===== src/rtl/smbst_pkg.sv =====
// Constants, state codes and register map of the SMBus state-code block
// Function
// - Five-bit code names each of 28 states
// - Code is valid only while event flag set
// - Low three code bits read zero when valid
// - Idle code 0xf8 never raises event flag
// - START gives 0x08, repeated START 0x10
// - Address plus write: ACK 0x18, NACK 0x20
// - Master data sent: ACK 0x28, NACK 0x30
// - Address plus read: ACK 0x40, NACK 0x48
// - Master byte received: ACK 0x50, NACK 0x58
// - Own write address 0x60, general call 0x70
// - Lost address arbitration, addressed: 0x68/0x78/0xb0
// - Lost arbitration in a sent data byte: 0x38; lost address, not addressed: no code
// - Slave data received: ACK 0x80, NACK 0x88
// - General call data: ACK 0x90, NACK 0x98
// - Addressed slave sees STOP/repeated START: 0xa0
// - Slave transmit: 0xa8, then ACK 0xb8, NACK 0xc0
// - Last byte yet ACKed by master: 0xc8
// - SCL high timer expiry gives 0xd0
// - Illegal START or STOP gives 0x00
// - Non-idle state entry sets sticky event flag
// - Stop then start; received STOP clears request
`default_nettype none

package smbst_pkg;
  // State codes
  localparam logic [7:0] SC_BUS_ERR   = 8'h00;
  localparam logic [7:0] SC_START     = 8'h08;
  localparam logic [7:0] SC_RSTART    = 8'h10;
  localparam logic [7:0] SC_MAW_ACK   = 8'h18;
  localparam logic [7:0] SC_MAW_NACK  = 8'h20;
  localparam logic [7:0] SC_MTD_ACK   = 8'h28;
  localparam logic [7:0] SC_MTD_NACK  = 8'h30;
  localparam logic [7:0] SC_ARB_LOST  = 8'h38;
  localparam logic [7:0] SC_MAR_ACK   = 8'h40;
  localparam logic [7:0] SC_MAR_NACK  = 8'h48;
  localparam logic [7:0] SC_MRD_ACK   = 8'h50;
  localparam logic [7:0] SC_MRD_NACK  = 8'h58;
  localparam logic [7:0] SC_SOWN_W    = 8'h60;
  localparam logic [7:0] SC_SOWN_WA   = 8'h68;
  localparam logic [7:0] SC_SGC       = 8'h70;
  localparam logic [7:0] SC_SGC_A     = 8'h78;
  localparam logic [7:0] SC_SRD_ACK   = 8'h80;
  localparam logic [7:0] SC_SRD_NACK  = 8'h88;
  localparam logic [7:0] SC_SGD_ACK   = 8'h90;
  localparam logic [7:0] SC_SGD_NACK  = 8'h98;
  localparam logic [7:0] SC_SLV_END   = 8'ha0;
  localparam logic [7:0] SC_SOWN_R    = 8'ha8;
  localparam logic [7:0] SC_SOWN_RA   = 8'hb0;
  localparam logic [7:0] SC_STD_ACK   = 8'hb8;
  localparam logic [7:0] SC_STD_NACK  = 8'hc0;
  localparam logic [7:0] SC_STD_LAST  = 8'hc8;
  localparam logic [7:0] SC_SCL_TMO   = 8'hd0;
  localparam logic [7:0] SC_IDLE      = 8'hf8;

  // Register indices; byte address is four times the index
  localparam logic [7:0] IDX_CTRL     = 8'hc0;
  localparam logic [7:0] IDX_CODE     = 8'hc1;
  localparam logic [7:0] IDX_DATA     = 8'hc2;
  localparam logic [7:0] IDX_ADDR     = 8'hc3;
  localparam logic [7:0] IDX_RATE     = 8'hcf;

  // Control register bit positions
  localparam int CB_BUSY = 7;
  localparam int CB_ENS  = 6;
  localparam int CB_STA  = 5;
  localparam int CB_STO  = 4;
  localparam int CB_SI   = 3;
  localparam int CB_AA   = 2;
  localparam int CB_FTE  = 1;
  localparam int CB_TOE  = 0;

  // Reset values
  localparam logic [7:0] CTRL_RST = 8'h00;
  localparam logic [7:0] DATA_RST = 8'h00;
  localparam logic [7:0] ADDR_RST = 8'h00;
  localparam logic [7:0] RATE_RST = 8'h00;

  // Counts
  localparam logic [3:0] BIT_ACK  = 4'h8;
  localparam logic [7:0] TMR_TOP  = 8'hff;
  localparam int         BFT_MULT = 10;
  localparam int         BFT_BASE = 257;

  typedef enum logic [3:0] {
    MS_IDLE, MS_START_A, MS_START_B, MS_LOW, MS_HIGH, MS_HOLD,
    MS_RS_A, MS_RS_B, MS_STOP_A, MS_STOP_B, MS_STOP_C
  } smbst_ms_t;

  typedef enum logic [2:0] {
    PH_NONE, PH_MADDR, PH_MTX, PH_MRX, PH_SADDR, PH_SRX, PH_SGRX, PH_STX
  } smbst_ph_t;
endpackage

`default_nettype wire


===== src/rtl/smbst_line_if.sv =====
// Synchronised SCL/SDA levels and bus conditions between sensing and core
`default_nettype none

interface smbst_line_if;
  logic scl_s;
  logic sda_s;
  logic scl_rise;
  logic scl_fall;
  logic start_det;
  logic stop_det;
  modport sense (output scl_s, sda_s, scl_rise, scl_fall, start_det, stop_det);
  modport core  (input  scl_s, sda_s, scl_rise, scl_fall, start_det, stop_det);
endinterface

`default_nettype wire


===== src/rtl/smbst_core.sv =====
// SMBus master/slave engine with state-code register behind AHB-Lite
`default_nettype none

module smbst_core
  import smbst_pkg::*;
(
  // Clock, reset, enable
  input  wire logic        i_ref_clk,
  input  wire logic        i_srst,
  input  wire logic        i_ce,
  // AHB-Lite slave
  input  wire logic        i_hsel,
  input  wire logic [31:0] i_haddr,
  input  wire logic [1:0]  i_htrans,
  input  wire logic        i_hwrite,
  input  wire logic [2:0]  i_hsize,
  input  wire logic [31:0] i_hwdata,
  input  wire logic        i_hready,
  output logic      [31:0] o_hrdata,
  output logic             o_hreadyout,
  output logic             o_hresp,
  // Open-drain bus pins
  input  wire logic        i_scl,
  output logic             o_scl,
  output logic             o_scl_oe,
  input  wire logic        i_sda,
  output logic             o_sda,
  output logic             o_sda_oe
);
  smbst_line_if ln ();

  smbst_line_sense u_sense (
    .i_ref_clk (i_ref_clk),
    .i_srst    (i_srst),
    .i_ce      (i_ce),
    .i_scl     (i_scl),
    .i_sda     (i_sda),
    .ln        (ln)
  );

  ////////////////////////////////////////////////////////////////////////////
  // State
  logic        ens_ff, sta_ff, sto_ff, si_ff, aa_ff, fte_ff, toe_ff, busy_ff;
  logic [7:0]  addr_ff, rate_ff, shift_ff, code_ff, tmr_ff;
  logic [3:0]  bit_ff;
  logic [11:0] hi_cnt_ff;
  logic        dir_ff, arb_ff, ack_ff, last_ff, nack_ff;
  logic        scl_oe_ff, sda_oe_ff;
  logic        a_we_ff;
  logic [7:0]  a_idx_ff;
  logic [31:0] rdata_ff;
  smbst_ms_t   ms_ff, nxt_ms;
  smbst_ph_t   ph_ff, nxt_ph;

  logic        tick, cnt_en, byte_done, berr, tmo, arb_adr, arb_dat;
  logic        slv_end, slv_sto, kill, ev_set, idle_ent;
  logic        a_ok, scl_w, sda_w, data_w, slv_ph;
  logic [7:0]  ev_code, rd_mux;
  logic [11:0] bft_lim;

  function automatic logic own_hit(input logic [7:0] b, input logic [7:0] a);
    own_hit = (b[7:1] == a[7:1]);
  endfunction

  function automatic logic gc_hit(input logic [7:0] b, input logic [7:0] a);
    gc_hit = (b == 8'h00) && a[0];
  endfunction

  function automatic logic wr_to(input logic we, input logic [7:0] i, input logic [7:0] r);
    wr_to = we && (i == r);
  endfunction

  ////////////////////////////////////////////////////////////////////////////
  // Bus events
  assign tick      = (tmr_ff == TMR_TOP);
  assign slv_ph    = (ph_ff == PH_SRX) || (ph_ff == PH_SGRX) || (ph_ff == PH_STX);
  assign byte_done = ln.scl_fall && (bit_ff == BIT_ACK) && (ph_ff != PH_NONE);
  assign berr      = (ln.start_det || ln.stop_det) && (ph_ff != PH_NONE) && (bit_ff != 4'h0);
  assign bft_lim   = 12'(BFT_MULT * (BFT_BASE - int'(rate_ff)));
  assign tmo       = fte_ff && busy_ff && ln.scl_s && (hi_cnt_ff >= bft_lim);
  // Our released bit read back low: another master wins
  assign arb_adr   = ln.scl_rise && (ph_ff == PH_MADDR) && (bit_ff != BIT_ACK)
                     && shift_ff[7] && !ln.sda_s;
  assign arb_dat   = ln.scl_rise && (ph_ff == PH_MTX) && (bit_ff != BIT_ACK)
                     && shift_ff[7] && !ln.sda_s;
  assign slv_end   = (ln.start_det || ln.stop_det) && (ms_ff == MS_IDLE)
                     && (bit_ff == 4'h0) && slv_ph;
  assign slv_sto   = sto_ff && (ms_ff == MS_IDLE) && (ph_ff != PH_NONE);
  assign kill      = !ens_ff || berr || tmo || arb_dat || ln.stop_det || slv_sto;
  assign idle_ent  = !ev_set && !si_ff && (ms_ff == MS_IDLE) && (ph_ff == PH_NONE);

  // Code of the state entered this cycle
  always_comb begin
    ev_set  = 1'b1;
    ev_code = code_ff;
    if (!ens_ff) begin
      ev_set = 1'b0;
    end else if (berr) begin
      ev_code = SC_BUS_ERR;
    end else if (tmo) begin
      ev_code = SC_SCL_TMO;
    end else if (arb_dat) begin
      ev_code = SC_ARB_LOST;
    end else if (byte_done) begin
      unique case (ph_ff)
        PH_MADDR: if (dir_ff) ev_code = ack_ff ? SC_MAR_ACK : SC_MAR_NACK;
                  else ev_code = ack_ff ? SC_MAW_ACK : SC_MAW_NACK;
        PH_MTX:   ev_code = ack_ff ? SC_MTD_ACK : SC_MTD_NACK;
        PH_MRX:   ev_code = ack_ff ? SC_MRD_ACK : SC_MRD_NACK;
        PH_SRX:   ev_code = ack_ff ? SC_SRD_ACK : SC_SRD_NACK;
        PH_SGRX:  ev_code = ack_ff ? SC_SGD_ACK : SC_SGD_NACK;
        PH_STX:   ev_code = !ack_ff ? SC_STD_NACK : (last_ff ? SC_STD_LAST : SC_STD_ACK);
        PH_SADDR: begin
          if (!ack_ff) ev_set = 1'b0;
          else if (gc_hit(shift_ff, addr_ff)) ev_code = arb_ff ? SC_SGC_A : SC_SGC;
          else if (!own_hit(shift_ff, addr_ff)) ev_set = 1'b0;
          else if (shift_ff[0]) ev_code = arb_ff ? SC_SOWN_RA : SC_SOWN_R;
          else ev_code = arb_ff ? SC_SOWN_WA : SC_SOWN_W;
        end
        default:  ev_set = 1'b0;
      endcase
    end else if (ms_ff == MS_START_B && tick) begin
      ev_code = (ph_ff == PH_NONE) ? SC_START : SC_RSTART;
    end else if (slv_end) begin
      ev_code = SC_SLV_END;
    end else begin
      ev_set = 1'b0;
    end
  end

  // Code register: changes only on state entry
  always_ff @(posedge i_ref_clk) begin
    if (i_srst) begin
      code_ff <= SC_IDLE;
    end else if (i_ce) begin
      if (ev_set) code_ff <= ev_code;
      else if (idle_ent) code_ff <= SC_IDLE;
    end
  end

  ////////////////////////////////////////////////////////////////////////////
  // Control register
  always_ff @(posedge i_ref_clk) begin
    if (i_srst) begin
      {busy_ff, ens_ff, sta_ff, sto_ff, si_ff, aa_ff, fte_ff, toe_ff} <= CTRL_RST;
    end else if (i_ce) begin
      if (wr_to(a_we_ff, a_idx_ff, IDX_CTRL)) begin
        ens_ff <= i_hwdata[CB_ENS];
        sta_ff <= i_hwdata[CB_STA];
        sto_ff <= i_hwdata[CB_STO];
        aa_ff  <= i_hwdata[CB_AA];
        fte_ff <= i_hwdata[CB_FTE];
        toe_ff <= i_hwdata[CB_TOE];
        if (!i_hwdata[CB_SI]) si_ff <= 1'b0;
      end
      // Hardware set wins over a clear in the same cycle
      if (ev_set) si_ff <= 1'b1;
      if (ln.stop_det || slv_sto || (sto_ff && ms_ff == MS_IDLE && ph_ff == PH_NONE)) sto_ff <= 1'b0;
      if (ln.start_det) busy_ff <= 1'b1;
      else if (ln.stop_det || tmo || !ens_ff) busy_ff <= 1'b0;
    end
  end

  // Slave address and rate preset
  always_ff @(posedge i_ref_clk) begin
    if (i_srst) begin
      addr_ff <= ADDR_RST;
      rate_ff <= RATE_RST;
    end else if (i_ce) begin
      if (wr_to(a_we_ff, a_idx_ff, IDX_ADDR)) addr_ff <= i_hwdata[7:0];
      if (wr_to(a_we_ff, a_idx_ff, IDX_RATE)) rate_ff <= i_hwdata[7:0];
    end
  end

  // SCL high time for the free-bus timeout
  always_ff @(posedge i_ref_clk) begin
    if (i_srst) hi_cnt_ff <= 12'h000;
    else if (i_ce) hi_cnt_ff <= (ln.scl_s && busy_ff && !tmo) ? hi_cnt_ff + 12'h001 : 12'h000;
  end

  ////////////////////////////////////////////////////////////////////////////
  // Master sequencer and rate timer
  always_comb begin
    nxt_ms = ms_ff;
    unique case (ms_ff)
      MS_IDLE:    if (ens_ff && sta_ff && !sto_ff && !busy_ff) nxt_ms = MS_START_A;
      MS_START_A: if (busy_ff) nxt_ms = MS_IDLE;
                  else if (tick) nxt_ms = MS_START_B;
      MS_START_B: if (tick) nxt_ms = MS_LOW;
      MS_LOW:     if (si_ff) nxt_ms = MS_HOLD;
                  else if (tick) nxt_ms = MS_HIGH;
      MS_HIGH:    if (tick) nxt_ms = MS_LOW;
      MS_HOLD:    if (!si_ff) nxt_ms = sto_ff ? MS_STOP_A : (sta_ff ? MS_RS_A : MS_LOW);
      MS_RS_A:    if (tick) nxt_ms = MS_RS_B;
      MS_RS_B:    if (tick) nxt_ms = MS_START_B;
      MS_STOP_A:  if (tick) nxt_ms = MS_STOP_B;
      MS_STOP_B:  if (tick) nxt_ms = MS_STOP_C;
      MS_STOP_C:  if (tick) nxt_ms = sta_ff ? MS_START_A : MS_IDLE;
    endcase
    if (!ens_ff || berr || tmo || arb_dat || arb_adr) nxt_ms = MS_IDLE;
  end

  // SCL-high phases MS_HIGH, MS_RS_B and MS_STOP_B wait for the wire: slower masters stretch them
  assign cnt_en = (ms_ff != MS_IDLE) && (ms_ff != MS_HOLD) && !(si_ff && ms_ff == MS_LOW)
                  && (ln.scl_s || !(ms_ff == MS_HIGH || ms_ff == MS_RS_B || ms_ff == MS_STOP_B));

  always_ff @(posedge i_ref_clk) begin
    if (i_srst) begin
      ms_ff  <= MS_IDLE;
      tmr_ff <= RATE_RST;
    end else if (i_ce) begin
      ms_ff <= nxt_ms;
      if (nxt_ms != ms_ff) tmr_ff <= rate_ff;
      else if (cnt_en) tmr_ff <= tmr_ff + 8'h01;
    end
  end

  ////////////////////////////////////////////////////////////////////////////
  // Byte engine
  always_comb begin
    nxt_ph = ph_ff;
    unique case (ph_ff)
      PH_MADDR: if (ack_ff) nxt_ph = dir_ff ? PH_MRX : PH_MTX;
      PH_SADDR: begin
        if (!ack_ff) nxt_ph = PH_NONE;
        else if (gc_hit(shift_ff, addr_ff)) nxt_ph = PH_SGRX;
        else if (!own_hit(shift_ff, addr_ff)) nxt_ph = PH_NONE;
        else nxt_ph = shift_ff[0] ? PH_STX : PH_SRX;
      end
      default:  nxt_ph = ph_ff;
    endcase
  end

  always_ff @(posedge i_ref_clk) begin
    if (i_srst) begin
      ph_ff    <= PH_NONE;
      bit_ff   <= 4'h0;
      shift_ff <= DATA_RST;
      {dir_ff, arb_ff, ack_ff, last_ff, nack_ff} <= 5'h00;
    end else if (i_ce) begin
      if (wr_to(a_we_ff, a_idx_ff, IDX_DATA)) shift_ff <= i_hwdata[7:0];
      // A START seen by an idle engine opens a slave address byte instead
      if (kill && !(ln.start_det && ms_ff == MS_IDLE && ens_ff)) begin
        ph_ff  <= PH_NONE;
        bit_ff <= 4'h0;
      end else if (ms_ff == MS_START_B && tick) begin
        // START's own SCL fall wraps the count to zero, not a bit
        ph_ff  <= PH_MADDR;
        bit_ff <= 4'hf;
        arb_ff <= 1'b0;
      end else if (ln.start_det && ms_ff == MS_IDLE && ens_ff) begin
        ph_ff   <= PH_SADDR;
        bit_ff  <= 4'hf;
        arb_ff  <= 1'b0;
        nack_ff <= 1'b0;
      end else if (ph_ff != PH_NONE) begin
        if (ln.scl_rise && bit_ff == BIT_ACK) begin
          ack_ff <= !ln.sda_s;
        end else if (ln.scl_rise) begin
          // Received bits land in the data register, lost address arbitration included
          shift_ff <= {shift_ff[6:0], ln.sda_s};
          if (bit_ff == 4'h0 && ph_ff == PH_MADDR) dir_ff <= shift_ff[0];
          if (bit_ff == 4'h0 && ph_ff == PH_STX) last_ff <= !aa_ff;
          if (arb_adr) begin
            ph_ff  <= PH_SADDR;
            arb_ff <= 1'b1;
          end
        end
        if (byte_done) begin
          bit_ff <= 4'h0;
          ph_ff  <= nxt_ph;
          if (ph_ff == PH_STX && !ack_ff) nack_ff <= 1'b1;
        end else if (ln.scl_fall) begin
          bit_ff <= bit_ff + 4'h1;
        end
      end
    end
  end

  ////////////////////////////////////////////////////////////////////////////
  // Pin drive
  always_comb begin
    if (bit_ff != BIT_ACK) begin
      data_w = !shift_ff[7] && ((ms_ff != MS_IDLE && (ph_ff == PH_MADDR || ph_ff == PH_MTX))
               || (ms_ff == MS_IDLE && ph_ff == PH_STX && !nack_ff));
    end else begin
      data_w = aa_ff && ((ph_ff == PH_MRX && ms_ff != MS_IDLE) || ph_ff == PH_SRX || ph_ff == PH_SGRX
               || (ph_ff == PH_SADDR && (own_hit(shift_ff, addr_ff) || gc_hit(shift_ff, addr_ff))));
    end
    // Data only moves while SCL reads low
    sda_w = ln.scl_s ? sda_oe_ff : data_w;
    scl_w = si_ff && ms_ff == MS_IDLE && slv_ph && bit_ff == 4'h0 && ack_ff && !nack_ff;
    unique case (ms_ff)
      MS_START_A, MS_RS_A, MS_RS_B, MS_STOP_C: sda_w = 1'b0;
      MS_START_B, MS_STOP_B:                   sda_w = 1'b1;
      MS_STOP_A: begin
        sda_w = 1'b1;
        scl_w = 1'b1;
      end
      MS_LOW, MS_HOLD:                         scl_w = 1'b1;
      MS_IDLE, MS_HIGH:                        scl_w = scl_w;
    endcase
    if (!ens_ff) begin
      sda_w = 1'b0;
      scl_w = 1'b0;
    end
  end

  always_ff @(posedge i_ref_clk) begin
    if (i_srst) begin
      scl_oe_ff <= 1'b0;
      sda_oe_ff <= 1'b0;
    end else if (i_ce) begin
      scl_oe_ff <= scl_w;
      sda_oe_ff <= sda_w;
    end
  end

  assign o_scl    = 1'b0;
  assign o_sda    = 1'b0;
  assign o_scl_oe = scl_oe_ff;
  assign o_sda_oe = sda_oe_ff;

  ////////////////////////////////////////////////////////////////////////////
  // AHB-Lite slave: zero wait states, always OKAY
  assign a_ok = i_hsel && i_htrans[1] && i_hready && (i_haddr[31:10] == 22'h000000);

  always_comb begin
    unique case (i_haddr[9:2])
      IDX_CTRL: rd_mux = {busy_ff, ens_ff, sta_ff, sto_ff, si_ff, aa_ff, fte_ff, toe_ff};
      IDX_CODE: rd_mux = code_ff;
      IDX_DATA: rd_mux = shift_ff;
      IDX_ADDR: rd_mux = addr_ff;
      IDX_RATE: rd_mux = rate_ff;
      default:  rd_mux = 8'h00;
    endcase
  end

  // Writes to the code register are dropped
  always_ff @(posedge i_ref_clk) begin
    if (i_srst) begin
      a_we_ff  <= 1'b0;
      a_idx_ff <= 8'h00;
      rdata_ff <= 32'h00000000;
    end else if (i_ce) begin
      a_we_ff  <= a_ok && i_hwrite && (i_haddr[9:2] != IDX_CODE);
      a_idx_ff <= i_haddr[9:2];
      rdata_ff <= (a_ok && !i_hwrite) ? {24'h000000, rd_mux} : 32'h00000000;
    end
  end

  assign o_hrdata    = rdata_ff;
  assign o_hreadyout = 1'b1;
  assign o_hresp     = 1'b0;
endmodule

`default_nettype wire


===== src/rtl/smbst_line_sense.sv =====
// Pin synchroniser and SCL edge / START / STOP detector
`default_nettype none

module smbst_line_sense
  import smbst_pkg::*;
(
  // Clock and reset
  input  wire logic i_ref_clk,
  input  wire logic i_srst,
  input  wire logic i_ce,
  // Pins
  input  wire logic i_scl,
  input  wire logic i_sda,
  // Core side
  smbst_line_if.sense ln
);
  logic [1:0] scl_sync_ff;
  logic [1:0] sda_sync_ff;
  logic       scl_prev_ff;
  logic       sda_prev_ff;

  // First stage feeds only the second
  always_ff @(posedge i_ref_clk) begin
    if (i_srst) begin
      scl_sync_ff <= 2'h3;
      sda_sync_ff <= 2'h3;
      scl_prev_ff <= 1'b1;
      sda_prev_ff <= 1'b1;
    end else if (i_ce) begin
      scl_sync_ff <= {scl_sync_ff[0], i_scl};
      sda_sync_ff <= {sda_sync_ff[0], i_sda};
      scl_prev_ff <= scl_sync_ff[1];
      sda_prev_ff <= sda_sync_ff[1];
    end
  end

  assign ln.scl_s     = scl_sync_ff[1];
  assign ln.sda_s     = sda_sync_ff[1];
  assign ln.scl_rise  = i_ce & scl_sync_ff[1] & ~scl_prev_ff;
  assign ln.scl_fall  = i_ce & ~scl_sync_ff[1] & scl_prev_ff;
  assign ln.start_det = i_ce & scl_sync_ff[1] & scl_prev_ff & ~sda_sync_ff[1] & sda_prev_ff;
  assign ln.stop_det  = i_ce & scl_sync_ff[1] & scl_prev_ff & sda_sync_ff[1] & ~sda_prev_ff;
endmodule

`default_nettype wire


===== config.mk =====
export PLATFORM = sky130hd
export DESIGN_NAME = smbst_core
export DESIGN_NICKNAME = d
export VERILOG_FILES = /design/src/rtl/smbst_pkg.sv /design/src/rtl/smbst_line_if.sv /design/src/rtl/smbst_core.sv /design/src/rtl/smbst_line_sense.sv
export SDC_FILE = /design/constraint.sdc
export NUM_CORES = 1
export LEC_CHECK = 0
export CORE_ASPECT_RATIO = 0.5
export CORE_UTILIZATION = 35
export CTS_BUF_LIST = sky130_fd_sc_hd__clkbuf_8
export CTS_CLUSTER_DIAMETER = 40
export DETAILED_ROUTE_END_ITERATION = 10
export DONT_BUFFER_PORTS = 1
export GPL_TIMING_DRIVEN = 0
export HOLD_SLACK_MARGIN = 0.02
export SYNTH_ARGS = -nofsm -noshare
export SYNTH_HDL_FRONTEND = slang
export SYNTH_HIERARCHICAL = 1
export SYNTH_SLANG_ARGS = --single-unit

===== constraint.sdc =====
create_clock -name i_ref_clk -period 13.9 [get_ports i_ref_clk]
set_input_delay 2.78 -clock i_ref_clk [delete_from_list [all_inputs] [get_ports i_ref_clk]]
set_output_delay 2.78 -clock i_ref_clk [all_outputs]
set_load 0.03 [all_outputs]

Word-level counts from Yosys, hierarchy flattened:

Index checks and enable logic that the tools add are counted.

* flip-flop bits (word level): 125
* input bits: 77
* output and inout port bits: 38
* logic and storage cells: 353

* add/sub/neg operators: 4
* multipliers: 1
* magnitude comparators: 1
* equality and inequality tests: 44
* mux-type cells: 110
* bitwise operators: 17
* reduce and logical (&&, ||, !) cells: 145

Operators by type and width (count)
* $mux 8: 23
* $mux 4: 25
* $eq 8x8->1 const B: 10
* $logic_and 1x1->1: 64
* $pmux 8 s7: 1
* $pmux 4 s10: 1
* $pmux 8 s5: 1
* $mux 3: 13
* $mux 1: 34
* $logic_not 22->1: 1
* $logic_or 1x1->1: 22
* $mux 7: 3
* $reduce_and 6->1: 3
* $eq 4x3->1 const B: 4
* $eq 4x4->1 const B: 4
* $ne 8x8->1 const B: 2
* $reduce_and 8->1: 2
* $reduce_bool 2->1: 8
* $logic_not 1->1: 15
* $mux 5: 3
* $reduce_bool 5->1: 3
* $reduce_and 2->1: 7
* $reduce_and 7->1: 2
* $add 12x1->12 const B: 1
* 40 further kinds: 70

Logic depth before layout (Yosys ltp):

Gate-level depths: netlist of the first run.

* depth after elaboration: 21
* gate-level depth with buffers: 25
* depth with buffers taken out: 22

Hierarchy:

Netlist of the first run, hierarchy kept.

Modules (own cells, without submodules)
* smbst_core: times used 1, cells each 860, area each 6782.8 um^2, seq. area each 1841.8 um^2
* smbst_line_sense: times used 1, cells each 26, area each 285.3 um^2, seq. area each 120.1 um^2

Worst setup path before layout of the first run:

OpenSTA, ideal clock, no wires.

* path kind: input to register
* from: input port i_ce
* to: register tmr_ff[2]
* library setup time: 0.075 ns
* arrival: 4.683 ns
* data required time: 13.825 ns
* path slack: 9.142 ns
* stages on the path: 13
* buffers on the path: 2
* cells stage by stage: buf_6 -> nand2_1 -> nor2_1 -> nand2_1 -> nor4_4 -> a21oi_2 -> o21ai_4 -> a211oi_2 -> xnor2_1 -> and4_1 -> buf_6 -> or3_1 -> a31oi_1

* elaborated cells between the ends (all ways): 27
* classes of those cells: eq/ne: 1; mux: 2; bitwise: 7; reduce/logical: 17

RTL lines
* start: declaration: RTL line smbst_core.sv:10 `input wire logic i_ce,`
* $and 1x1->1 (*) (2 in series): RTL line smbst_line_sense.sv:39 `assign ln.scl_rise = i_ce & scl_sync_ff[1] & ~scl_prev_ff;`
* net ln.scl_rise: RTL line smbst_line_if.sv:7 `logic scl_rise;`
* $logic_and 1x1->1 (2 in series): RTL line smbst_core.sv:84 `assign arb_dat = ln.scl_rise && (ph_ff == PH_MTX) && (bit_ff != BIT_ACK)`
* $logic_and 1x1->1 (2 in series): RTL line smbst_core.sv:85 `&& shift_ff[7] && !ln.sda_s;`
* $logic_or 1x1->1: RTL line smbst_core.sv:200 `if (!ens_ff || berr || tmo || arb_dat || arb_adr) nxt_ms = MS_IDLE;`
* $logic_or 1x1->1 (*): RTL line smbst_core.sv:200
* $mux 4 (*): RTL line smbst_core.sv:200
* $ne 4x4->1 (*): RTL line smbst_core.sv:213 `if (nxt_ms != ms_ff) tmr_ff <= rate_ff;`
* $reduce_bool 2->1 (no source line)
* $reduce_and 2->1 (no source line)
* end signal: assignment: RTL line smbst_core.sv:213
* end signal: assignment: RTL line smbst_core.sv:214 `else if (cnt_en) tmr_ff <= tmr_ff + 8'h01;`
* end: declaration: RTL line smbst_core.sv:44 `logic [7:0] addr_ff, rate_ff, shift_ff, code_ff, tmr_ff;`

The timed path passes the listed nets; every way through them passes the cells marked *.
A chain may end at the register's enable or synchronous reset.

Worst setup path in the final report of the first run:

* from: register rate_ff[1]
* to: register shift_ff[5]

* longest elaborated chain between the ends: 10

Ends and longest elaborated chain
* start: declaration: RTL line smbst_core.sv:44
* start signal: assignment: RTL line smbst_core.sv:171 `if (wr_to(a_we_ff, a_idx_ff, IDX_RATE)) rate_ff <= i_hwdata[7:0];`
* $sub 9x8->10: RTL line smbst_core.sv:79 `assign bft_lim = 12'(BFT_MULT * (BFT_BASE - int'(rate_ff)));`
* $mul 4x10->11: RTL line smbst_core.sv:79
* $ge 12x12->1: RTL line smbst_core.sv:80 `assign tmo = fte_ff && busy_ff && ln.scl_s && (hi_cnt_ff >= bft_lim);`
* $logic_and 1x1->1: RTL line smbst_core.sv:80
* $logic_or 1x1->1 (4 in series): RTL line smbst_core.sv:89 `assign kill = !ens_ff || berr || tmo || arb_dat || ln.stop_det || slv_sto;`
* $logic_and 1x1->1: RTL line smbst_core.sv:243 `if (kill && !(ln.start_det && ms_ff == MS_IDLE && ens_ff)) begin`
* $mux 8: RTL line smbst_core.sv:243
* end signal: assignment: RTL line smbst_core.sv:241 `if (wr_to(a_we_ff, a_idx_ff, IDX_DATA)) shift_ff <= i_hwdata[7:0];`
* end signal: assignment: RTL line smbst_core.sv:261 `shift_ff <= {shift_ff[6:0], ln.sda_s};`
* end: declaration: RTL line smbst_core.sv:44

Every way passes these cells.

==> summary.md, run 1 <==
| Metric | Value |
|---|---|
| Layout Nets | `1,034` |
| Gpl congestion | `0.913` |
| Period minus WS final | `roughly 5500 ps` |
| CTS max path bufs | `2` |
| H-Tree Depth | `3` |
| Routed vias/inst | `5.54` |
| Post-DRT Antenna Nets | `0` |
| Commonest cells in the netlist | `111 x nor2_1, 98 x dfxtp_1, 77 x nand2_1` |
| Drt drc | `0` |
| RSZ-0062 raised after global routing | `no` |
| Initial antenna violation count | `0` |
| MaxCap Viol Count | `0` |
| Cts hold-fix bufs | `0` |
| Routed vias | `between 6,000 and 7,000` |
| Crit path max fanout | `10` |
| Clock transition at path regs | `100 ps` |
| Syn-to-layout area delta | `8.46%` |
| Port Buf Inserts | `0` |
| Yosys cell types | `83` |
| Die X | `roughly 200 um` |
| Initial Util | `a little over a third` |
| Worst Slack Setup Final | `8420 ps` |
| Hold crit path type | `flop to flop` |
| Die area | `0.0208 mm2` |
| Synth top area share | `~28%` |
| Setup TNS | `0 ps` |
| Async SR Flop Fraction | `0%` |
| Num CTS Buffers | `9` |
| Rows | `36` |
| Worst slew pin tran | `1340 ps` |
| Iteration-0 DRC Markers | `806` |
| Status | `finished clean` |
| Filler Cell Count | `2,030` |
| Io pins | `115` |
| Met3 Wirelength | `1620 um` |
| Synth Flop Type | `dfxtp_1` |
| Worst path max stage delay | `520 ps` |
| Grt total ovfl | `0` |
| Slowest-stage cell, CP | `dfxtp_1` |
| Seq/Total Area, Yosys | `27.8%` |
| Slew HR | `9.99%` |
| Register bit total from synthesis | `98` |
| Pwr/cell area | `roughly 65 mW/mm2` |
| Detailed-route wire length per cell | `around 18 um` |
| Req. time, crit path | `14,190 ps` |
| CP bufs+invs | `2` |
| Fin crit share | `around 39%` |
| Slew Limit Fails | `0` |
| WS Path Type | `flop to flop` |
| Max layer used | `met4` |
| Die height | `102 um` |
| Cell count after synthesis | `886` |
| Routed wire length on met2 | `about 9000 um` |
| # resized after CTS | `0` |
| CP Cell Sequence | `inv_1 > ha_1 > nand2_1 > xor2_1 > ha_1 > ha_1 > a21oi_1 > o21bai_1 > a21oi_1 > o21bai_1 > a21oi_1 > xor2_1 > ha_1 > a21oi_1 > o21a_2 > o211a_2 > a221oi_4 > buf_4 > nor4_2 > nand3b_2 > nand2_1 > a21oi_1 > a211oi_1` |
| Peak supply drop | `37.2 uV` |
| CTS root buffer | `clkbuf_8` |
| Clk Latency, worst-skew pair | `370 ps` |
| Core Box Area | `0.0196 mm2` |
| Vias in the first global route | `5,862` |
| Crit. End Element | `flop` |
| CTS sink count | `98` |
| Setup WS pre-CTS | `8460 ps` |
| Met1 WL | `approximately 10,000 um` |
| Post-synth top area cell | `dfxtp_1` |
| Startpoint types | `flop` |
| Mean cell area of the mapped netlist | `7.98 um2` |
| Synth top area cells | `dfxtp_1 28%, mux2i_1 7.1%, nor2_1 5.9%` |
| DP Wirelength | `16,500 um` |
| CTS tree | `built` |
| Fmax | `0.183 GHz` |
| Setup Skew | `11.9 ps` |
| 1st-pass router iterations | `5` |
| Post-synth EDFFs | `0` |
| Most frequent cell on the critical path | `a21oi_1` |
| Wirelength, routed | `21,400 um` |
| N_diodes | `0` |
| Post-CTS Setup Repair Bufs | `0` |
| Worst EP arrival | `5770 ps` |
| Overall routing resource usage | `20.4%` |
| Leakage | `~2.9 nW` |
| Crit-path leading delay family | `compound AO/OA/AOI/OAI gates` |
| First-pass GRT wire length | `33,100 um` |
| Most common cell in the netlist | `nor2_1` |
| Count of final setup violators | `0` |
| Largest net degree at the start of global routing | `16` |
| Layout cells sized above 1 | `10.1%` |
| Yosys warnings | `6` |
| Cell Area, Synth | `0.00707 mm2` |
| Hold Fails Final Rpt | `0` |
## layout by cell type, fill, tap and decap left out, types with 5 or more instances in the layout
master / synthesis / layout
o21ai_0: 29 / 29
a22oi_1: 19 / 19
ha_1: 33 / 33
and2_1: 11 / 11
o21bai_1: 7 / 7
buf_2: 9 / 9
nand2_1: 77 / 77
nor3_1: 29 / 29
a21oi_1: 52 / 52
or3_1: 6 / 6
xnor2_1: 23 / 23
buf_4: 32 / 32
dfxtp_1: 98 / 98
and4_1: 5 / 5
xor2_1: 13 / 13
o21ai_1: 13 / 13
nor2b_1: 12 / 12
a211oi_1: 12 / 12
clkbuf_8: 0 / 10
a2bb2oi_1: 7 / 7
nand2b_1: 11 / 11
a21o_1: 5 / 5
o31ai_1: 5 / 5
nor4_1: 6 / 6
mux2i_1: 50 / 50
nand3b_1: 8 / 8
a31oi_1: 7 / 7
conb_1: 2 / 28
nor2_1: 111 / 111
inv_1: 25 / 26
and3_1: 8 / 8
clkbuf_1: 31 / 31
nand3_1: 22 / 22
nand4_1: 12 / 12
## report_power, final
part / total [W] / switching (W) / leakage [nW] / internal (W)
Sequential: 0.000287 / 0.00000338 / 0.793 / 0.000283
Combinational: 0.0000436 / 0.0000295 / 1.98 / 0.0000141
Clock: 0.000171 / 0.000103 / 0.0897 / 0.0000686
## worst reg2reg max path: stages, from the launching register on
cell and delay [ps]:
dfxtp_1 520, inv_1 150, ha_1 240, nand2_1 80, xor2_1 220, ha_1 270
ha_1 340, a21oi_1 220, o21bai_1 90, a21oi_1 230, o21bai_1 90, a21oi_1 170
xor2_1 180, ha_1 280, a21oi_1 150, o21a_2 200, o211a_2 230, a221oi_4 120
buf_4 210, nor4_2 480, nand3b_2 260, nand2_1 290, a21oi_1 120, a211oi_1 250
## logic make-up (layout without fill, tap and decap cells)
| group | count (synthesis) | in the layout | share of synthesized area [%] |
|---|---|---|---|
| and+or+nand+nor | 351 | 351 | 25.8 |
| other | 2 | 28 | 0.106 |
| AOI/OAI and AO/OA | 208 | 208 | 20.6 |
| DFF | 98 | 98 | 27.8 |
| xor gates and xnor gates | 36 | 36 | 4.46 |
| adders and majority gates | 34 | 34 | 6.13 |
| buffers and inverters | 106 | 121 | 7.91 |
| muxes | 51 | 51 | 7.24 |
## cell type report
cell class                 count  area (um2)  share of cell area, %
clock buffer                  10         138                   1.80
tap                          266         333                   4.34
buffer                        79         458                   5.97
sequential                    98        1960                   25.6
multi-input combinational    708        4640                   60.6
clock inverter                 5        30.0                  0.392
inverter                      27         101                   1.32
## final timing paths
kind,start,endpoint,slack (ps),cells past startpoint
setup / recovery,rate_ff[1],shift_ff[5],8420,23
hold / removal,u_sense/sda_sync_ff[0],u_sense/sda_sync_ff[1],460,1
setup reg to reg,rate_ff[1],shift_ff[5],8420,23
hold reg to reg,u_sense/sda_sync_ff[0],u_sense/sda_sync_ff[1],460,1
## state kept, by name, summed over array words and instances (netlist names), 2 cells and up
signal               count
a_idx_ff                 8
addr_ff                  8
bit_ff                   4
code_ff                  5
hi_cnt_ff               12
ms_ff                    4
o_hrdata                 8
ph_ff                    3
rate_ff                  8
shift_ff                 8
tmr_ff                   8
u_sense/scl_sync_ff      2
u_sense/sda_sync_ff      2
## stage by stage
step | utilization [%] | power, W | cell area, um2 | std cells | hold slack, ps
final | 39.0 | 0.000501 | 7670 | 1193 | 465
after global routing | 39.0 | 0.000522 | 7670 | 1193 | 490
after floorplan | - | 0.000327 | 7170 | 912 | 435
after global placement | 38.2 | 0.000336 | 7500 | 1178 | 440
after detailed placement | 38.2 | 0.000336 | 7500 | 1178 | 446
after CTS | 39.0 | 0.000505 | 7670 | 1193 | 470
## metal layers
layer,track usage [%],up-vias
met5,0,-
met4,4.40,0
met3,3.70,28
met2,32.3,291
met1,29.0,3081
li1,-,3214
Power figures use the tool's default switching activity.
==> inputs of run 2 (changes only) <==
==> constraint.sdc (replaced) <==
create_clock -name i_ref_clk -period 4.8 [get_ports i_ref_clk]
set_input_delay 0.96 -clock i_ref_clk [delete_from_list [all_inputs] [get_ports i_ref_clk]]
set_output_delay 0.96 -clock i_ref_clk [all_outputs]
set_load 0.03 [all_outputs]
==> summary.md, run 2 (synthesis gave the netlist of run 1 again) <==
| Metric | Value |
|---|---|
| Grt total ovfl | `0 (unchanged)` |
| Fin crit share | `99.5% (was 39.4%)` |
| Startpoint types | `flop (unchanged)` |
| Pwr/cell area | `175 mW/mm2 (was 65.4 mW/mm2)` |
| Fmax | `0.209 GHz (was 0.183 GHz)` |
| CP bufs+invs | `4 (was 2)` |
| Die height | `102 um (unchanged)` |
| Num CTS Buffers | `9 (unchanged)` |
| Max reg flops | `12 (unchanged)` |
| Layout cells sized above 1 | `17.2% (was 10.1%)` |
| Wirelength, routed | `22,200 um (was 21,400 um)` |
| Syn-to-layout area delta | `16.9% (was 8.46%)` |
| Io pins | `115 (unchanged)` |
| Period minus WS final | `4770 ps (was 5480 ps)` |
| Crit-path leading delay family | `compound AO/OA/AOI/OAI gates (unchanged)` |
| CTS sink count | `98 (unchanged)` |
| Crit path max fanout | `7 (was 10)` |
| Power after layout | `0.00145 W (was 0.000501 W)` |
| Cts hold-fix bufs | `0 (unchanged)` |
| Initial antenna violation count | `0 (unchanged)` |
| Crit. End Element | `flop (unchanged)` |
| Count of final setup violators | `0 (unchanged)` |
| CP Cell Sequence | `or4_4 > nor2_4 > xnor2_2 > ha_1 > ha_4 > a21oi_2 > o21bai_1 > a21oi_1 > xor2_1 > ha_1 > nand2_1 > o21a_2 > buf_6 > a221oi_4 > buf_6 > nor3_4 > o31ai_1 > and4_1 > buf_6 > buf_8 > nand3_1 > a41oi_2 (was inv_1 > ha_1 > nand2_1 > xor2_1 > ha_1 > ha_1 > a21oi_1 > o21bai_1 > a21oi_1 > o21bai_1 > a21oi_1 > xor2_1 > ha_1 > a21oi_1 > o21a_2 > o211a_2 > a221oi_4 > buf_4 > nor4_2 > nand3b_2 > nand2_1 > a21oi_1 > a211oi_1)` |
| Leakage | `3.11 nW (was 2.86 nW)` |
| Worst Slack Setup Final | `25.1 ps (was 8420 ps)` |
| Die area | `0.0208 mm2 (unchanged)` |
| Hold path cells | `1 (unchanged)` |
| Filler Cell Count | `1,981 (was 2,030)` |
| DP Wirelength | `16,500 um (unchanged)` |
| Hold Fails Final Rpt | `0 (unchanged)` |
| Gpl congestion | `0.913 (unchanged)` |
| CTS max path bufs | `2 (unchanged)` |
| Worst slew pin tran | `1290 ps (was 1340 ps)` |
| Clk Latency, worst-skew pair | `370 ps (about the same)` |
| WS Path Type | `flop to flop (unchanged)` |
| Worst EP arrival | `5060 ps (was 5770 ps)` |
| Slew Limit Fails | `0 (unchanged)` |
| Req. time, crit path | `5090 ps (was 14,190 ps)` |
| Largest net degree at the start of global routing | `16 (unchanged)` |
| Status | `finished clean (unchanged)` |
| 1st-pass router iterations | `4 (was 5)` |
| H-Tree Depth | `3 (unchanged)` |
| Worst path max stage delay | `580 ps (was 520 ps)` |
| Levels on crit path | `22 (was 23)` |
| N_diodes | `0 (unchanged)` |
| Routed vias/inst | `5.58 (was 5.54)` |
| Most flop-heavy register | `hi_cnt_ff (unchanged)` |
| Slew HR | `13.2% (was 9.99%)` |
| Peak supply drop | `106 uV (was 37.2 uV)` |
| Iteration-0 DRC Markers | `665 (was 806)` |
| Drt drc | `0 (unchanged)` |
| Core Box Area | `0.0196 mm2 (unchanged)` |
| Hold crit path type | `flop to flop (unchanged)` |
| Commonest non-fill, non-tap cell in the layout | `nor2_1 (unchanged)` |
| Layout Nets | `1,061 (was 1,034)` |
| Slowest-stage cell, CP | `or4_4 (was dfxtp_1)` |
| CTS tree | `built (unchanged)` |
| Most frequent cells in the layout | `108 x nor2_1, 93 x dfxtp_1, 76 x nand2_1 (was 111 x nor2_1, 98 x dfxtp_1, 77 x nand2_1)` |
| Vias in the first global route | `5,944 (was 5,862)` |
| CTS root buffer | `clkbuf_8 (unchanged)` |
| Setup WS pre-CTS | `-638 ps (was 8460 ps)` |
| Clock transition at path regs | `100 ps (about the same)` |
| RSZ-0062 raised after global routing | `yes (was no)` |
| Detailed-route wire length per cell | `18.2 um (was 18.0 um)` |
| MaxCap Viol Count | `0 (unchanged)` |
| First-pass GRT wire length | `33,400 um (was 33,100 um)` |
| Post-DRT Antenna Nets | `0 (unchanged)` |
| Initial Util | `36.0% (unchanged)` |
| Routed vias | `6,813 (was 6,614)` |
| Port Buf Inserts | `0 (unchanged)` |
| Die X | `203 um (unchanged)` |
| Most frequent cell on the critical path | `buf_6 (was a21oi_1)` |
| Overall routing resource usage | `20.7% (was 20.4%)` |
| Rows | `36 (unchanged)` |
| Setup Skew | `12.0 ps (was 11.9 ps)` |
| Worst r2r path cells | `22 (was 23)` |
[run 2: changes by cell type in the layout (fill, tap and decap cells not counted), sizes merged]
cell,delta
buf,+25
clkbuf,+1
nand3b,+1
[run 2: per-layer routing]
layer	part of all wire (%)	track usage (%)	vias to the layer above
li1	-	-	3271
met1	46	29.1	3212
met2	45	33.0	303
met3	7.5	3.73	27
met4	1.5	4.74	0
met5	0	0	-
[run 2: area by class of cell]
| class | count | area [um2] | share of cell area (%) |
|---|---|---|---|
| Buffer | 79 | 472 | 5.71 |
| Clock buffer | 10 | 138 | 1.67 |
| Clock inverter | 5 | 30.0 | 0.363 |
| Inverter | 27 | 104 | 1.26 |
| Multi-Input combinational cell | 709 | 4980 | 60.2 |
| Sequential cell | 98 | 1980 | 23.9 |
| Tap cell | 266 | 333 | 4.03 |
| Timing Repair Buffer | 26 | 230 | 2.79 |
[run 2: power by group]
group          switching [W]  internal, W  leakage [nW]
registers         0.00000981     0.000818         0.796
clock network       0.000296     0.000199        0.0897
logic              0.0000858    0.0000407          2.23
total               0.000392      0.00106          3.11
[run 2: per-stage QoR]
stage | util (%) | hold WS [ps] | setup TNS, ps | instances | instance area (um2)
final | 42.1 | 464 | 0 | 1220 | 8260
after global placement | 38.2 | 440 | -10610 | 1178 | 7500
after detailed placement | 38.2 | 446 | -13270 | 1178 | 7500
after CTS | 39.8 | 470 | 0 | 1200 | 7810
after floorplan | - | 435 | 0 | 912 | 7170
after global routing | 42.1 | 490 | -2850 | 1220 | 8260
[run 2: worst paths after layout]
kind,start,endpoint,slack (ps)
hold / removal,u_sense/sda_sync_ff[0],u_sense/sda_sync_ff[1],460
hold reg to reg,u_sense/sda_sync_ff[0],u_sense/sda_sync_ff[1],460
setup / recovery,rate_ff[4],tmr_ff[6],30
setup reg to reg,rate_ff[4],tmr_ff[6],30
[run 2: repair_timing]
item / 4_1_cts / 5_1_grt
buffers inserted: 7 / 17
pin swaps: 10 / 39
setup endpoints to repair: 43 / 30
resized for setup: 22 / 49
gates cloned: 0 / 3
==> inputs of run 3 (changes only) <==
--- a/config.mk
+++ b/config.mk
@@ -5,6 +5,8 @@
 export SDC_FILE = /design/constraint.sdc
 export NUM_CORES = 1
 export LEC_CHECK = 0
+export CELL_PAD_IN_SITES_DETAIL_PLACEMENT = 0
+export CELL_PAD_IN_SITES_GLOBAL_PLACEMENT = 1
 export CORE_ASPECT_RATIO = 0.5
 export CORE_UTILIZATION = 35
 export CTS_BUF_LIST = sky130_fd_sc_hd__clkbuf_8
@@ -13,6 +15,7 @@
 export DONT_BUFFER_PORTS = 1
 export GPL_TIMING_DRIVEN = 0
 export HOLD_SLACK_MARGIN = 0.02
+export PLACE_DENSITY_LB_ADDON = 0.1
 export SYNTH_ARGS = -nofsm -noshare
 export SYNTH_HDL_FRONTEND = slang
 export SYNTH_HIERARCHICAL = 1
==> summary.md, run 3 (synthesis gave the netlist of run 1 again) <==
| Metric | Value |
|---|---|
| Count of final setup violators | `0 (unchanged)` |
| Layout Utilization | `42.3% (was 42.1%)` |
| R2R Setup Slk | `10 ps (was 30 ps)` |
| Status | `finished clean (unchanged)` |
| WS Path Type | `flop to flop (unchanged)` |
| Commonest non-fill, non-tap cell in the layout | `nor2_1 (unchanged)` |
| Setup Skew | `17.7 ps (was 12.0 ps)` |
| Gpl congestion | `0.864 (was 0.913)` |
| Peak supply drop | `137 uV (was 106 uV)` |
| Min-delay src | `u_sense/sda_sync_ff[0] (unchanged)` |
| CTS sink count | `98 (unchanged)` |
| Drt drc | `0 (unchanged)` |
| Worst EP arrival | `5130 ps (was 5060 ps)` |
| RSZ-0062 raised after global routing | `yes (unchanged)` |
| Vias in the first global route | `6,214 (was 5,944)` |
| Initial antenna violation count | `0 (unchanged)` |
| Die X | `203 um (unchanged)` |
| Fin crit share | `99.8% (was 99.5%)` |
| Crit path max fanout | `8 (was 7)` |
| Port Buf Inserts | `0 (unchanged)` |
| Most frequent cells in the layout | `108 x nor2_1, 93 x dfxtp_1, 74 x nand2_1 (was 108 x nor2_1, 93 x dfxtp_1, 76 x nand2_1)` |
| Period minus WS final | `4790 ps (was 4770 ps)` |
| Most flop-heavy register | `hi_cnt_ff (unchanged)` |
| Reg2reg end | `tmr_ff[2] (was tmr_ff[6])` |
| CTS tree | `built (unchanged)` |
| Fmax | `0.209 GHz (about the same)` |
| Post-DRT Antenna Nets | `0 (unchanged)` |
| Routed vias | `6,762 (was 6,813)` |
| Reg area | `0.00198 mm2 (unchanged)` |
| Layout cells sized above 1 | `17.7% (was 17.2%)` |
| Filler Cell Count | `2,003 (was 1,981)` |
| Req. time, crit path | `5140 ps (was 5090 ps)` |
| 1st-pass router iterations | `5 (was 4)` |
| MaxCap Viol Count | `0 (unchanged)` |
| Startpoint types | `flop (unchanged)` |
| H-Tree Depth | `3 (unchanged)` |
| Worst r2r path cells | `23 (was 22)` |
| Area of the multi-input gates | `0.00496 mm2 (was 0.00498 mm2)` |
| Iteration-0 DRC Markers | `460 (was 665)` |
| Routed vias/inst | `5.54 (was 5.58)` |
| Rows | `36 (unchanged)` |
| Slew Limit Fails | `0 (unchanged)` |
| Pwr/cell area | `186 mW/mm2 (was 175 mW/mm2)` |
| Overall routing resource usage | `22.5% (was 20.7%)` |
| CTS root buffer | `clkbuf_8 (unchanged)` |
| Crit. End Element | `flop (unchanged)` |
| Layout Nets | `1,062 (was 1,061)` |
| Hold path cells | `1 (unchanged)` |
| Worst Hold Endpoint | `u_sense/sda_sync_ff[1] (unchanged)` |
| Worst slew pin tran | `974 ps (was 1290 ps)` |
| Reg-to-reg startpoint | `rate_ff[2] (was rate_ff[4])` |
| Wirelength, routed | `23,500 um (was 22,200 um)` |
| Die height | `102 um (unchanged)` |
| First-pass GRT wire length | `35,500 um (was 33,400 um)` |
| Core Box Area | `0.0196 mm2 (unchanged)` |
| Initial Util | `36.0% (unchanged)` |
| Detailed-route wire length per cell | `19.3 um (was 18.2 um)` |
| Leakage | `3.15 nW (was 3.11 nW)` |
| Hold Fails Final Rpt | `0 (unchanged)` |
| Max reg flops | `12 (unchanged)` |
| DP Wirelength | `17,500 um (was 16,500 um)` |
| Slew HR | `34.5% (was 13.2%)` |
| CTS max path bufs | `2 (unchanged)` |
| Num CTS Buffers | `9 (unchanged)` |
| Syn-to-layout area delta | `17.6% (was 16.9%)` |
| N_diodes | `0 (unchanged)` |
| Grt total ovfl | `0 (unchanged)` |
| Hold crit path type | `flop to flop (unchanged)` |
| Power after layout | `0.00155 W (was 0.00145 W)` |
| Die area | `0.0208 mm2 (unchanged)` |
| Largest net degree at the start of global routing | `18 (was 16)` |
| Io pins | `115 (unchanged)` |
| Clock transition at path regs | `120 ps (was 100 ps)` |
| Clk Latency, worst-skew pair | `410 ps (was 370 ps)` |
-- run 3: changes by cell type in the layout (fill, tap and decap cells not counted), sizes merged --
| cell | before | now |
|---|---|---|
| buf | 73 | 74 |
| clkinvlp | 1 | 0 |
| inv | 29 | 31 |
| nand3b | 10 | 9 |
| clkinv | 2 | 1 |
| bufinv | 0 | 1 |
-- run 3: layer usage --
metal	global-route usage, %	vias up	share of wire, %
li1	-	3266	-
met1	31.5	3221	49
met2	35.5	246	43
met3	4.94	29	6.5
met4	4.45	0	1.3
met5	0	-	0
-- run 3: through the flow --
stage	hold slack, ps	setup TNS, ps	cell area [um2]	worst slack (ps)	cells
CTS	473	0	7930	0.979	1207
global route	495	-1650	8310	-196	1221
global placement	444	-15010	7500	-767	1178
finish	472	0	8310	10.8	1221
floorplan	435	0	7170	163	912
detailed placement	448	-15700	7500	-753	1178
-- run 3: final cells by class --
| cell class | instances | share of cell area [%] |
|---|---|---|
| well taps | 266 | 4.01 |
| repair buffers | 28 | 3.13 |
| plain buffers | 79 | 5.72 |
| clock buffers | 9 | 1.49 |
| clock inverters | 6 | 0.873 |
| inverters | 27 | 1.28 |
| multi-input cells | 708 | 59.7 |
| flip-flops and latches | 98 | 23.8 |
-- run 3: what timing repair did --
action | CTS | global route
setup buffers | 14 | 12
gates cloned | 0 | 2
resized for setup | 32 | 44
hold buffers | 0 | 0
setup endpoints to repair | 43 | 26
pin swaps | 11 | 39
-- run 3: worst max-delay path by stage --
stage	endpoint	cells after the start	startpoint	slack, ps
6_report	tmr_ff[2]	23	rate_ff[2]	10
5_1_grt	tmr_ff[2]	23	rate_ff[3]	-200
4_1_cts	tmr_ff[2]	21	rate_ff[3]	1
3_5_place_dp	shift_ff[6]	23	rate_ff[1]	-750
3_3_place_gp	shift_ff[5]	23	rate_ff[1]	-770
2_1_floorplan	tmr_ff[2]	23	rate_ff[1]	160
-- run 3: where the power goes --
| group | leakage (nW) | internal, W | switching, W |
|---|---|---|---|
| registers | 0.796 | 0.000818 | 0.00000999 |
| clock network | 0.102 | 0.000247 | 0.000343 |
| logic | 2.25 | 0.0000409 | 0.0000886 |
| total | 3.15 | 0.00111 | 0.000441 |
-- run 3: worst max-delay path: stages (launching register included) --
cell	delay (ps)
dfxtp_4	400
nor3_4	200
xnor2_2	110
ha_1	330
ha_1	290
a21o_1	190
a21oi_4	140
o21bai_1	90
a21oi_2	160
o21bai_1	90
a21oi_1	170
xor2_1	90
ha_1	340
nand2_1	60
o21a_2	230
buf_6	120
a221oi_4	480
buf_6	210
o21a_1	130
o31ai_1	60
and4_4	180
clkbuf_16	150
or3_4	330
a31oi_1	160
